`src/hdl/gfm_defs.svh`:
```
// Constants of the general-purpose pin function mapper
//
// What this block does
// - Code 1001: rising pin edge starts waveform generation on selected channels.
// - Code 1010: falling edge applies margin-low, rising edge margin-high.
// - Code 1011: low pulse resets device at its rising end; lone rising edge ignored; mapping kept in memory.
// - Code 1100: falling edge allows memory programming, rising edge blocks it.
// - Code 1101: falling edge re-enables writes to the register map.
// - Code 1101: rising edge blocks writes except unlock field and two-wire reset.
// - Undefined input codes change nothing.
// - Output mode drives status chosen by output code while input mode is off; other codes not applicable.
// - Channel functions act only on channels in the channel-select field.
// - A mapped start or margin function disables the matching software trigger bits; code 1100 only gates the programming request.
// - After power-up the synchronizer reset level (high) is taken once as the pin level and its rising-edge command executed.
`ifndef GFM_DEFS_SVH
`define GFM_DEFS_SVH

// ----------------------------------------------------------------------
// Input function codes
// ----------------------------------------------------------------------
`define GFM_IN_FUNC_GEN   4'h9
`define GFM_IN_MARGIN     4'ha
`define GFM_IN_RESET      4'hb
`define GFM_IN_NVM_GATE   4'hc
`define GFM_IN_REG_GATE   4'hd

// ----------------------------------------------------------------------
// Output function codes
// ----------------------------------------------------------------------
`define GFM_OUT_MEMORY_PROGRAMMING_BUSY  4'h1
`define GFM_OUT_CH1_BUSY  4'h4
`define GFM_OUT_CH1_WIN   4'h8
`define GFM_OUT_CH0_WIN   4'hb

// ----------------------------------------------------------------------
// Pin configuration field positions
// ----------------------------------------------------------------------
`define GFM_CFG_IN_EN     0
`define GFM_CFG_IN_LSB    1
`define GFM_CFG_SEL_LSB   5
`define GFM_CFG_OUT_LSB   9
`define GFM_CFG_OUT_EN    13

// ----------------------------------------------------------------------
// Reset values
// ----------------------------------------------------------------------
`define GFM_SYNC_RST      2'h3

`endif

```
`src/hdl/gfm_pkg.sv`:
```
// Types of the general-purpose pin function mapper
package gfm_pkg;

  typedef enum logic [1:0]
  {
    GFM_BOOT = 2'b00,
    GFM_PRIME = 2'b01,
    GFM_RUN = 2'b11
  } gfm_phase_type;

  typedef struct packed
  {
    logic [1:0]    sync;
    logic          pin_prev;
    gfm_phase_type phase;
    logic          nvm_allow;
    logic          reg_allow;
    logic          rst_pend;
    logic [1:0]    start_func;
    logic [1:0]    mar_lo;
    logic [1:0]    mar_hi;
    logic          dev_reset;
    logic          pin_out;
    logic          pin_oe;
  } gfm_state_type;

endpackage : gfm_pkg

```
`src/hdl/gfm_mapper.sv`:
```
// General-purpose pin function mapper top module
`include "gfm_defs.svh"

module gfm_mapper
  import gfm_pkg::*;
#(
  parameter int CHANNELS = 2
)
(
  // Clock and reset
  input  wire logic                clk_sys_in,
  input  wire logic                reset_in,
  // Pin
  input  wire logic                pin_in,
  output      logic                pin_out,
  output      logic                pin_oe_out,
  // Pin configuration register bits
  input  wire logic [15:0]         pin_config_in,
  // Device status
  input  wire logic                memory_programming_busy_in,
  input  wire logic                channel_one_busy_in,
  input  wire logic                channel_one_window_result_in,
  input  wire logic                channel_zero_window_result_in,
  // Software trigger requests
  input  wire logic [CHANNELS-1:0] sw_start_func_in,
  input  wire logic [CHANNELS-1:0] sw_margin_low_in,
  input  wire logic [CHANNELS-1:0] sw_margin_high_in,
  input  wire logic                sw_nvm_prog_in,
  // Write qualification
  input  wire logic                reg_write_in,
  input  wire logic                reg_write_unlock_in,
  input  wire logic                reg_write_reset_i2c_in,
  output      logic                reg_write_ok_out,
  output      logic                nvm_prog_out,
  // Actions
  output      logic [CHANNELS-1:0] start_func_out,
  output      logic [CHANNELS-1:0] margin_low_out,
  output      logic [CHANNELS-1:0] margin_high_out,
  output      logic                device_reset_out
);

  // --------------------------------------------------------------------
  // Configuration fields
  // --------------------------------------------------------------------
  logic                input_mode_enable;
  logic                output_mode_enable;
  logic [3:0]          input_function_code;
  logic [3:0]          output_function_code;
  logic [CHANNELS-1:0] input_channel_select;

  assign input_mode_enable    = pin_config_in[`GFM_CFG_IN_EN];
  assign output_mode_enable   = pin_config_in[`GFM_CFG_OUT_EN];
  assign input_function_code  = pin_config_in[`GFM_CFG_IN_LSB +: 4];
  assign output_function_code = pin_config_in[`GFM_CFG_OUT_LSB +: 4];
  assign input_channel_select = pin_config_in[`GFM_CFG_SEL_LSB +: CHANNELS];

  // --------------------------------------------------------------------
  // State
  // --------------------------------------------------------------------
  gfm_state_type st_r;
  gfm_state_type st_nxt;

  logic pin_s;
  logic rise;
  logic fall;
  logic boot;
  logic in_fg;
  logic in_mg;
  logic in_nv;
  logic status_sel;

  always_comb
  begin
    st_nxt = st_r;
    st_nxt.sync = {st_r.sync[0], pin_in};
    pin_s = st_r.sync[1];
    st_nxt.pin_prev = pin_s;
    boot = (st_r.phase == GFM_PRIME);
    rise = (pin_s & ~st_r.pin_prev) | (boot & pin_s);
    fall = (~pin_s & st_r.pin_prev) | (boot & ~pin_s);
    unique case (st_r.phase)
      GFM_BOOT:  st_nxt.phase = GFM_PRIME;
      GFM_PRIME: st_nxt.phase = GFM_RUN;
      GFM_RUN:   st_nxt.phase = GFM_RUN;
      default:   st_nxt.phase = GFM_RUN;
    endcase
    in_fg = input_mode_enable && input_function_code == `GFM_IN_FUNC_GEN;
    in_mg = input_mode_enable && input_function_code == `GFM_IN_MARGIN;
    in_nv = input_mode_enable && input_function_code == `GFM_IN_NVM_GATE;
    st_nxt.start_func = '0;
    st_nxt.mar_lo = '0;
    st_nxt.mar_hi = '0;
    st_nxt.dev_reset = 1'b0;
    // Pin actions; other codes fall through untouched
    if (st_r.phase != GFM_BOOT && input_mode_enable)
    begin
      unique case (input_function_code)
        `GFM_IN_FUNC_GEN:
          if (rise)
            st_nxt.start_func = input_channel_select;
        `GFM_IN_MARGIN:
        begin
          if (fall)
            st_nxt.mar_lo = input_channel_select;
          if (rise)
            st_nxt.mar_hi = input_channel_select;
        end
        `GFM_IN_RESET:
        begin
          if (fall && !boot)
            st_nxt.rst_pend = 1'b1;
          if (rise && st_r.rst_pend)
          begin
            st_nxt.rst_pend = 1'b0;
            st_nxt.dev_reset = 1'b1;
          end
        end
        `GFM_IN_NVM_GATE:
        begin
          if (fall)
            st_nxt.nvm_allow = 1'b1;
          if (rise)
            st_nxt.nvm_allow = 1'b0;
        end
        `GFM_IN_REG_GATE:
        begin
          if (fall)
            st_nxt.reg_allow = 1'b1;
          if (rise)
            st_nxt.reg_allow = 1'b0;
        end
        default:
          st_nxt.rst_pend = st_r.rst_pend;
      endcase
    end
    // Software triggers only where the pin does not own the function
    if (!in_fg)
      st_nxt.start_func = st_r.phase == GFM_BOOT ? '0 : sw_start_func_in;
    if (!in_mg)
    begin
      st_nxt.mar_lo = sw_margin_low_in;
      st_nxt.mar_hi = sw_margin_high_in;
    end
    // Status selection
    unique case (output_function_code)
      `GFM_OUT_MEMORY_PROGRAMMING_BUSY: status_sel = memory_programming_busy_in;
      `GFM_OUT_CH1_BUSY: status_sel = channel_one_busy_in;
      `GFM_OUT_CH1_WIN:  status_sel = channel_one_window_result_in;
      `GFM_OUT_CH0_WIN:  status_sel = channel_zero_window_result_in;
      default:           status_sel = 1'b0;
    endcase
    st_nxt.pin_oe = output_mode_enable & ~input_mode_enable;
    st_nxt.pin_out = st_nxt.pin_oe & status_sel;
  end

  always_ff @(posedge clk_sys_in or posedge reset_in)
  begin
    if (reset_in)
    begin
      st_r <= '0;
      st_r.sync <= `GFM_SYNC_RST;
      st_r.pin_prev <= 1'b1;
      st_r.phase <= GFM_BOOT;
      st_r.nvm_allow <= 1'b1;
      st_r.reg_allow <= 1'b1;
    end
    else
      st_r <= st_nxt;
  end

  // --------------------------------------------------------------------
  // Outputs
  // --------------------------------------------------------------------
  assign pin_out          = st_r.pin_out;
  assign pin_oe_out       = st_r.pin_oe;
  assign start_func_out   = st_r.start_func;
  assign margin_low_out   = st_r.mar_lo;
  assign margin_high_out  = st_r.mar_hi;
  assign device_reset_out = st_r.dev_reset;
  assign nvm_prog_out     = in_nv ? (sw_nvm_prog_in & st_r.nvm_allow)
                                  : sw_nvm_prog_in;
  assign reg_write_ok_out = reg_write_in &
                            (st_r.reg_allow | reg_write_unlock_in |
                             reg_write_reset_i2c_in);

endmodule : gfm_mapper

```
`config.mk`:
```
export PLATFORM = sky130hd
export DESIGN_NAME = gfm_mapper
export DESIGN_NICKNAME = d
export VERILOG_FILES = /design/src/hdl/gfm_pkg.sv /design/src/hdl/gfm_mapper.sv
export VERILOG_INCLUDE_DIRS = /design/src /design/src/hdl
export SDC_FILE = /design/constraint.sdc
export NUM_CORES = 1
export LEC_CHECK = 0
export BUFFER_PORTS_ARGS = -buffer_cell sky130_fd_sc_hd__buf_2
export CAP_MARGIN = 20
export CORE_MARGIN = 2
export CORE_UTILIZATION = 45
export CTS_BUF_LIST = sky130_fd_sc_hd__clkbuf_8
export CTS_CLUSTER_SIZE = 20
export DETAILED_ROUTE_END_ITERATION = 10
export GPL_TIMING_DRIVEN = 0
export PLACE_DENSITY = 0.9
export SYNTH_ARGS = -nofsm -noshare
export SYNTH_HDL_FRONTEND = slang
export SYNTH_SLANG_ARGS = --single-unit
```
`constraint.sdc`:
```
create_clock -name clk_sys_in -period 1.95 [get_ports clk_sys_in]
set_clock_uncertainty 0.05 [all_clocks]
set_input_delay 0.0975 -clock clk_sys_in [delete_from_list [all_inputs] [get_ports clk_sys_in]]
set_output_delay 0.0975 -clock clk_sys_in [all_outputs]
set_load 0.02 [all_outputs]
```
==> impl_metrics.env, run 1 <==
export IMPL_outcome="completed"
export IMPL_ys_ff_latch=17
export IMPL_io_buffer_count=38
export IMPL_worst_hold_slack_ps=20.88
export IMPL_tns_ps=0
export IMPL_p_sw_mw=0.1982
export IMPL_crit_buf_inv=0
export IMPL_track_usage_pct=18.76
export IMPL_cts_resized=0
export IMPL_synth_avg_cell_area_um2=10.98
export IMPL_root_buffer="clkbuf_8"
export IMPL_r2r_end="margin_low_out[1]$_DFF_PP0_"
export IMPL_rrSetupSlack_ps=600
export IMPL_antenna_left=0
export IMPL_synth_area_mux_share_pct=2.250
export IMPL_leakage_nw=0.5558
export IMPL_ys_warn_count=0
export IMPL_hold_path_class="input pin to register"
export IMPL_synth_simple_gate_area_share_pct=18.99
export IMPL_clk_latency_ps=260
export IMPL_irDropWorstVdd_mv=0.3452
export IMPL_power_frac_comb_pct=16.1
export IMPL_ys_flop_type="dfrtp_1"
export IMPL_cp_slowest_cell="dfstp_2"
export IMPL_rows=16
export IMPL_clock_sinks=17
export IMPL_cts_setup_buffers=0
export IMPL_pwr_share_seq_pct=49.2
export IMPL_worstPathArrival_ps=1490
export IMPL_fin_crit_sh_pct=69.33
export IMPL_grt_max_degree=18
export IMPL_synth_nets=114
export IMPL_layout_nets=159
export IMPL_netlist_area_um2=889.6
export IMPL_clk_path_buf_depth=2
export IMPL_start_util_pct=46.29
export IMPL_yosys_area_top_type="dfrtp_1"
export IMPL_min_to="margin_low_out[0]$_DFF_PP0_"
export IMPL_dieArea_um2=2348
export IMPL_cts_buffers=3
export IMPL_fp_dieH_um=48.46
export IMPL_place_hpwl_um=1524
export IMPL_grt_overflow_total=0
export IMPL_antenna_found_initial=0
export IMPL_intPower_mw=0.5726
export IMPL_sw_frac_of_total_pct=25.71
export IMPL_seq_area_frac_synth_pct=48.52
export IMPL_crit_type="register to register"
export IMPL_syn_to_final_growth_pct=32.91
export IMPL_routedWlPerCell_um=13.28
export IMPL_num_io_pins=44
export IMPL_power_density_nw_per_um2=651.9
export IMPL_cp_end_kind="register"
export IMPL_max_freq_mhz=739.7
export IMPL_postSynthCellCount=81
export IMPL_crit_family="flip-flops"
export IMPL_rr_worst_depth=3
export IMPL_synth_compound_area_share_pct=21.80
export IMPL_synth_area_leaders="dfrtp_1 (34%), dfstp_2 (15%), buf_4 (5.9%)"
export IMPL_cts_hold_buf=2
export IMPL_timing_rr_start="st_r[14]$_DFF_PP1_"
export IMPL_drive_above_1_share_pct=48.80
export IMPL_dp_cells=146
export IMPL_min_from="sw_margin_low_in[0]"
export IMPL_cap_violations=0
export IMPL_whs_path_depth=2
export IMPL_rsz0062_at_grt="false"
export IMPL_core_region_area_um2=1922
export IMPL_grt_pass1_wl_um=3381
export IMPL_cpPeakStageDelay_ps=550
export IMPL_dr_first_iter_drc_count=28
export IMPL_vias=821
export IMPL_instances_no_fill=152
export IMPL_routed_via_density=5.401
export IMPL_finalHoldViolCount=0
export IMPL_maxSlewViolCount=0
export IMPL_synth_top_family_by_area="compound AO/OA/AOI/OAI gates"
export IMPL_tightest_slew_ps=612.2
export IMPL_grt_pass1_vias=825
export IMPL_wl_um=2018
export IMPL_setup_viol=0
export IMPL_synth_cell_types=38
export IMPL_cp_required_ps=2090
export IMPL_maxSlewHeadroom_pct=59.14
export IMPL_diodes=0
export IMPL_synth_xor_area_share_pct=0
export IMPL_synth_edff_count=0
export IMPL_htree_levels=1
export IMPL_cts_tree="done"
export IMPL_cp_max_fo=4
export IMPL_gp_congestion=0.8026
export IMPL_drc=0
export IMPL_start_kind="register"
export IMPL_period_minus_slack_ps=1352
export IMPL_synth_fa_ha_area_share_pct=0
export IMPL_async_reset_ff_share_pct=100.0
export IMPL_die_w_um=48.46
export IMPL_first_pass_iters=4
export IMPL_crit_chain="nand2_1 > a2111oi_4 > a22o_1"
export IMPL_clkTransAtPathRegs_ps=70
export IMPL_synth_top_area_share_pct=33.76
export IMPL_clkPwrFrac_pct=34.7
==> through the flow <==
step	setup WS, ps	instance area, um^2	power (mW)	util (%)
after floorplan	740.7	889.6	0.4523	-
after global placement	664.7	1114	0.5004	57.94
after detailed placement	641.5	1114	0.5062	57.94
after CTS	597.0	1182	0.7775	61.52
after global routing	547.2	1182	0.8060	61.52
final	598.0	1182	0.7707	61.52
==> state kept, by name, indices dropped and copies added, names as in the netlist <==
register and count:
device_reset_out 1, st_nxt 1, pin_oe_out 1, start_func_out 2
margin_low_out 2, st_r 6, pin_out 1, pin_s 1
margin_high_out 2
==> worst max-delay path by stage <==
stage / startpoint / end / slack (ps) / cells after the start
after global placement: st_r[14]$_DFF_PP1_ / margin_low_out[0]$_DFF_PP0_ / 660 / 3
after floorplan: st_r[14]$_DFF_PP1_ / margin_low_out[0]$_DFF_PP0_ / 740 / 3
after global routing: st_r[14]$_DFF_PP1_ / margin_low_out[0]$_DFF_PP0_ / 550 / 3
after CTS: st_r[14]$_DFF_PP1_ / margin_low_out[1]$_DFF_PP0_ / 600 / 3
after detailed placement: st_r[14]$_DFF_PP1_ / margin_low_out[1]$_DFF_PP0_ / 640 / 3
final: st_r[14]$_DFF_PP1_ / margin_low_out[1]$_DFF_PP0_ / 600 / 3
==> cell type report <==
cell class	count	area, um^2
well taps	27	33.78
inverters	5	18.77
flip-flops and latches	17	431.7
multi-input cells	52	386.6
repair buffers	40	210.2
clock inverters	1	7.507
plain buffers	7	52.55
clock buffers	3	41.29
fillers	169	739.5
==> logic make-up (layout without fill, tap and decap cells) <==
family	after synthesis	in the layout
and+or+nand+nor	26	26
muxes	2	2
buffers and inverters	12	56
AOI/OAI and AO/OA	23	23
DFF	17	17
other	1	1
==> cells in the mapped netlist, types with 2 or more instances <==
| cell type | count |
|---|---|
| nor3_1 | 2 |
| nand4_1 | 2 |
| inv_1 | 3 |
| a21oi_1 | 2 |
| nand2_1 | 5 |
| o31ai_1 | 2 |
| a22o_1 | 2 |
| dfrtp_1 | 12 |
| inv_2 | 2 |
| mux2i_1 | 2 |
| nand2b_1 | 2 |
| buf_4 | 7 |
| o21ai_1 | 2 |
| a31oi_1 | 2 |
| o21ai_0 | 3 |
| dfstp_2 | 5 |
| o31a_1 | 2 |
| nor2_1 | 4 |
==> power by group through the flow <==
stage                     registers (mW)  clock network (mW)  logic [mW]
after floorplan                    0.385                   0      0.0676
after global placement             0.384                   0       0.116
after detailed placement           0.385                   0       0.121
after CTS                          0.379               0.273       0.125
after global routing               0.381               0.288       0.137
final                              0.379               0.267       0.124
==> placed cells by master, fill, tap and decap left out, drive strengths merged, types with 2 or more instances in the layout <==
cell type    instances
a22o                 2
nand2b               2
dfrtp               12
a221oi               2
buf                 45
o31a                 2
mux2i                2
inv                  5
dlygate4sd3          2
dfstp                5
nand4                2
nand2                5
nor3                 2
a31oi                2
nand4b               2
o31ai                2
a21oi                2
o21ai                5
clkbuf               3
nor2                 4
==> layer usage <==
layer	routed length [um]	GRT usage [%]	share of wire, %	up-vias
met1	838	20.20	42	382
li1	-	-	-	388
met4	55	11.90	2.7	0
met5	0	0	0	-
met3	136	2.778	6.7	7
met2	986	34.26	49	44
==> worst reg2reg max path, stage by stage (launching register included) <==
cell       delay [ps]
dfstp_2           550
nand2_1           140
a2111oi_4         360
a22o_1            180
(Power assumes the default switching activity.)
==> run 2: changes to the inputs <==
- CORE_UTILIZATION: 45 -> 42
- PLACE_DENSITY: 0.9 -> 0.88
- clock period: 1.95 -> 1.09 ns (I/O delays scaled with it)
==> impl_metrics.env, run 2 (same netlist as run 1, synthesis figures left out) <==
export IMPL_crit_family="compound AO/OA/AOI/OAI gates"
export IMPL_cpPeakStageDelay_ps=450
export IMPL_leakage_nw=0.6486
export IMPL_vias=920
export IMPL_routed_via_density=5.509
export IMPL_crit_type="register to register"
export IMPL_cp_end_kind="register"
export IMPL_drc=0
export IMPL_layout_nets=174
export IMPL_grt_pass1_vias=910
export IMPL_fin_crit_sh_pct=116.2
export IMPL_cp_max_fo=5
export IMPL_clk_latency_ps=250
export IMPL_finalPower_mw=1.426
export IMPL_wl_um=2420
export IMPL_htree_levels=1
export IMPL_first_pass_iters=4
export IMPL_hold_path_class="input pin to register"
export IMPL_seq_area_um2=434.2
export IMPL_grt_pass1_wl_um=4022
export IMPL_crit_chain="nand2b_4 > a2111oi_4 > a22o_1"
export IMPL_dieArea_um2=2502
export IMPL_cts_tree="done"
export IMPL_rows=16
export IMPL_setup_viol=12
export IMPL_antenna_found_initial=0
export IMPL_violations="setup timing"
export IMPL_clk_path_buf_depth=2
export IMPL_fp_dieH_um=50.02
export IMPL_multi_input_area_um2=439.2
export IMPL_dr_first_iter_drc_count=23
export IMPL_die_w_um=50.02
export IMPL_irDropWorstVdd_mv=0.7030
export IMPL_rrSetupSlack_ps=-180
export IMPL_power_density_nw_per_um2=1031
export IMPL_drive_above_1_share_pct=55.71
export IMPL_fin_ws_ps=-176.4
export IMPL_io_buffer_count=38
export IMPL_antenna_left=0
export IMPL_track_usage_pct=21.40
export IMPL_root_buffer="clkbuf_8"
export IMPL_worstPathArrival_ps=1410
export IMPL_num_io_pins=44
export IMPL_clkTransAtPathRegs_ps=70
export IMPL_maxSlewViolCount=0
export IMPL_core_region_area_um2=1982
export IMPL_diodes=0
export IMPL_outcome="finished with violations"
export IMPL_period_minus_slack_ps=1266
export IMPL_start_kind="register"
export IMPL_fillCellCount=137
export IMPL_start_util_pct=44.89
export IMPL_largest_reg_flops=6
export IMPL_max_freq_mhz=789.7
export IMPL_maxSlewHeadroom_pct=58.08
export IMPL_layout_commonest_cell="buf_2"
export IMPL_gp_congestion=0.7593
export IMPL_dp_slack_ps=-141.5
export IMPL_rsz0062_at_grt="true"
export IMPL_cp_slowest_cell="dfrtp_2"
export IMPL_cp_required_ps=1230
export IMPL_cts_buffers=3
export IMPL_grt_overflow_total=0
export IMPL_top_register="st_r"
export IMPL_place_hpwl_um=1572
export IMPL_finalHoldViolCount=0
export IMPL_crit_buf_inv=0
export IMPL_routedWlPerCell_um=14.49
export IMPL_cap_violations=0
export IMPL_clock_sinks=17
export IMPL_layout_common_cells="buf_2 (36), buf_4 (14), dfrtp_1 (10)"
export IMPL_grt_max_degree=18
export IMPL_syn_to_final_growth_pct=55.42
export IMPL_tightest_slew_ps=628.1
-- run 2: changes by cell type in the layout (fill, tap and decap cells not counted), sizes merged --
cell         delta
dlygate4sd3     +7
clkinvlp        -1
inv             +1
buf             +8
-- run 2: worst paths after layout --
path,from,end,cells past startpoint
hold reg to reg,st_nxt[16]$_DFF_PP1_,pin_s$_DFF_PP1_,0
max in group asynchronous,reset_in,st_r[12]$_DFF_PP0_,3
min in group asynchronous,reset_in,margin_low_out[0]$_DFF_PP0_,3
hold / removal,sw_margin_high_in[1],margin_high_out[1]$_DFF_PP0_,3
setup reg to reg,st_r[13]$_DFF_PP0_,margin_low_out[1]$_DFF_PP0_,3
setup / recovery,st_r[13]$_DFF_PP0_,margin_low_out[1]$_DFF_PP0_,3
-- run 2: through the flow --
stage          TNS (ps)  instance area [um^2]  hold WS [ps]  instances  utilization [%]
6_report          -1023                  1383         9.443        167            69.76
3_3_place_gp     -667.5                  1129         104.8        146            56.94
4_1_cts           -1176                  1359         10.29        165            68.56
3_5_place_dp      -1038                  1129         111.1        146            56.94
2_1_floorplan    -263.6                 904.6        -73.08         81                -
5_1_grt           -1728                  1383         44.17        167            69.76
-- run 2: layout make-up --
cell class | count | share of cell area (%)
Tap cell | 27 | 2.443
Multi-Input combinational cell | 52 | 31.76
Inverter | 5 | 1.538
Clock buffer | 3 | 2.986
Timing Repair Buffer | 55 | 25.79
Sequential cell | 17 | 31.40
Buffer | 7 | 3.801
Clock inverter | 1 | 0.2715
-- run 2: power breakdown --
group / internal [mW] / switching, mW
combinational: 0.142 / 0.137
sequential: 0.662 / 0.0164
clock: 0.250 / 0.218
total: 1.05 / 0.372
-- run 2: tightest hold or removal path: cells and delay by family --
family,cells,cell delay (ps)
AOI/OAI and AO/OA,2,150
buffers and inverters,1,70
-- run 2: repair_timing --
action / CTS / global route
hold endpoints to repair: 18 / 0
buffers inserted: 6 / 2
cloned: 0 / 0
setup endpoints to repair: 12 / 12
pin swaps: 4 / 4
gates resized for setup: 12 / 3
hold buffers: 9 / 0
-- run 2: layer usage --
layer / share of wire, % / global-route usage [%]
met1: 39 / 23.79
met5: 0 / 0
met4: 4.1 / 7.870
met3: 6.7 / 3.030
met2: 51 / 40.35
==> run 3: changes to the inputs <==
- ABC_AREA: unset -> 1
- CORE_UTILIZATION: 42 -> 41
==> impl_metrics.env, run 3 <==
export IMPL_crit_family="flip-flops"
export IMPL_root_buffer="clkbuf_8"
export IMPL_busiest_layer="met2"
export IMPL_num_io_pins=44
export IMPL_postSynthCellCount=104
export IMPL_clock_sinks=17
export IMPL_synth_avg_cell_area_um2=8.000
export IMPL_io_buffer_count=39
export IMPL_setup_viol=11
export IMPL_synth_top_area_share_pct=36.09
export IMPL_die_w_um=49.05
export IMPL_layout_nets=192
export IMPL_crit_buf_inv=1
export IMPL_synth_cell_types=18
export IMPL_cp_startpoint="st_r[14]$_DFF_PP1_"
export IMPL_diodes=0
export IMPL_fp_dieH_um=49.05
export IMPL_crit_type="register to register"
export IMPL_power_density_nw_per_um2=1150
export IMPL_antenna_left=0
export IMPL_rsz0062_at_grt="true"
export IMPL_finalCoreUtilization_pct=65.66
export IMPL_ys_ff_latch=17
export IMPL_ys_warn_count=0
export IMPL_leakage_nw=0.6704
export IMPL_violations="setup timing"
export IMPL_fin_ws_ps=-60.56
export IMPL_clkPwrFrac_pct=31.3
export IMPL_place_hpwl_um=1363
export IMPL_dp_cells=170
export IMPL_syn_to_final_growth_pct=53.23
export IMPL_sw_frac_of_total_pct=26.26
export IMPL_netlist_area_um2=832.0
export IMPL_cpPeakStageDelay_ps=550
export IMPL_multi_input_area_um2=355.3
export IMPL_drc=0
export IMPL_tightest_slew_ps=621.4
export IMPL_ys_flop_type="dfrtp_1"
export IMPL_vias=882
export IMPL_cp_required_ps=1220
export IMPL_timing_rr_start="st_r[14]$_DFF_PP1_"
export IMPL_grt_met2_usage_pct=30.37
export IMPL_wl_um=2032
export IMPL_maxSlewHeadroom_pct=58.53
export IMPL_pwr_share_seq_pct=48.5
export IMPL_start_kind="register"
export IMPL_dr_first_iter_drc_count=9
export IMPL_gp_congestion=0.7789
export IMPL_clk_path_buf_depth=2
export IMPL_maxSlewViolCount=0
export IMPL_synthTopCellsByCount="nand2_1 (32), dfrtp_1 (12), inv_1 (12)"
export IMPL_cp_slowest_cell="dfstp_2"
export IMPL_crit_top_cell="nand2_2"
export IMPL_top_register="st_r"
export IMPL_drive_above_1_share_pct=48.73
export IMPL_min_from="sw_start_func_in[1]"
export IMPL_hold_path_class="input pin to register"
export IMPL_cp_end_kind="register"
export IMPL_async_reset_ff_share_pct=100.0
export IMPL_seq_area_um2=431.7
export IMPL_clkTransAtPathRegs_ps=70
export IMPL_routed_via_density=4.768
export IMPL_rows=16
export IMPL_crit_chain="inv_2 > nand2_2 > nand2_2 > nand2_2 > nand3_2 > nand2_2 > nand2_2"
export IMPL_intPower_mw=1.081
export IMPL_clk_latency_ps=250
export IMPL_fin_crit_sh_pct=105.6
export IMPL_largest_reg_flops=6
export IMPL_first_pass_iters=4
export IMPL_outcome="finished with violations"
export IMPL_grt_pass1_vias=783
export IMPL_synth_area_leaders="dfrtp_1 (36%), dfstp_2 (16%), nand2_1 (14%)"
export IMPL_htree_levels=1
export IMPL_irDropWorstVdd_mv=1.141
export IMPL_finalHoldViolCount=0
export IMPL_grt_pass1_wl_um=3153
export IMPL_synth_nets=137
export IMPL_grt_max_degree=18
export IMPL_synth_edff_count=0
export IMPL_finalPower_mw=1.466
export IMPL_yosysMostFrequentCell="nand2_1"
export IMPL_core_region_area_um2=1942
export IMPL_period_minus_slack_ps=1151
export IMPL_p_sw_mw=0.3849
export IMPL_antenna_found_initial=0
export IMPL_cts_tree="done"
export IMPL_grt_overflow_total=0
export IMPL_instances_no_fill=185
export IMPL_cap_violations=0
export IMPL_cts_buffers=3
export IMPL_track_usage_pct=17.30
export IMPL_dieArea_um2=2406
export IMPL_max_freq_mhz=869.1
export IMPL_met3_usage_pct=3.988
export IMPL_layout_commonest_cell="buf_2"
export IMPL_power_frac_comb_pct=20.2
export IMPL_seq_area_frac_synth_pct=51.88
export IMPL_cp_max_fo=2
export IMPL_routedWlPerCell_um=10.98
export IMPL_yosys_area_top_type="dfrtp_1"
export IMPL_met1_usage_pct=19.64
export IMPL_worstPathArrival_ps=1280
export IMPL_fillCellCount=169
export IMPL_layout_common_cells="buf_2 (37), nand2_1 (21), dfrtp_1 (12)"
export IMPL_start_util_pct=42.85
run 3: cell families (layout without fill, tap and decap cells):
group / count (synthesis) / in the layout / synth area share [%]
compound gates: 14 / 14 / 9.174
simple gates: 53 / 53 / 27.22
other cells: 1 / 1 / 0.4507
flops: 17 / 17 / 51.88
buf+inv: 19 / 73 / 11.28
run 3: repair_timing:
item,4_1_cts,5_1_grt
hold endpoints to repair,19,0
endpoints found under the setup margin,11,12
gates resized for setup,25,8
pin swaps,8,11
setup buffers,1,2
hold buffers,8,0
run 3: stage by stage:
stage          setup TNS, ps  hold WS (ps)  area [um^2]  setup slack, ps
2_1_floorplan              0        -73.08        832.0            17.68
3_3_place_gp          -211.1         92.85         1061           -52.07
3_5_place_dp          -617.4         111.1         1061           -121.0
4_1_cts               -208.9         5.281         1239           -50.89
5_1_grt               -856.6         11.23         1275           -100.1
6_report              -393.7         2.374         1275           -60.56
run 3: worst paths after layout:
| kind | depth (start not counted) | slack (ps) | endpoint |
|---|---|---|---|
| worst min register to register | 0 | 310 | pin_s$_DFF_PP1_ |
| worst max-delay path | 7 | -60 | st_r[11]$_DFFE_PP1P_ |
| worst max register to register | 7 | -60 | st_r[11]$_DFFE_PP1P_ |
| worst min-delay path | 3 | 2 | start_func_out[1]$_DFF_PP0_ |
| min in group asynchronous | 3 | 360 | pin_out$_DFF_PP0_ |
| max in group asynchronous | 3 | 220 | pin_oe_out$_DFF_PP0_ |
run 3: area by class of cell:
type | instances | share of cell area (%)
clock buffers | 3 | 3.238
repair buffers | 50 | 24.34
multi-input cells | 68 | 27.87
clock inverters | 1 | 0.2944
inverters | 13 | 4.220
well taps | 27 | 2.650
flip-flops and latches | 17 | 33.86
plain buffers | 6 | 3.533
run 3: routing by layer:
metal	wire length [um]	vias to the layer above
met5	0	-
met4	47	0
met3	166	6
met2	1053	44
met1	764	400
li1	-	432
run 3: power groups by stage:
| stage | sequential (mW) | clock [mW] | combinational, mW |
|---|---|---|---|
| after floorplan | 0.717 | 0 | 0.132 |
| after global placement | 0.715 | 0 | 0.221 |
| after detailed placement | 0.718 | 0 | 0.230 |
| after CTS | 0.709 | 0.460 | 0.282 |
| after global routing | 0.713 | 0.501 | 0.325 |
| final | 0.711 | 0.459 | 0.296 |
run 3: worst min-delay path: stages:
cell and delay [ps]:
buf_2 80, nand3_1 60, o21ai_1 70
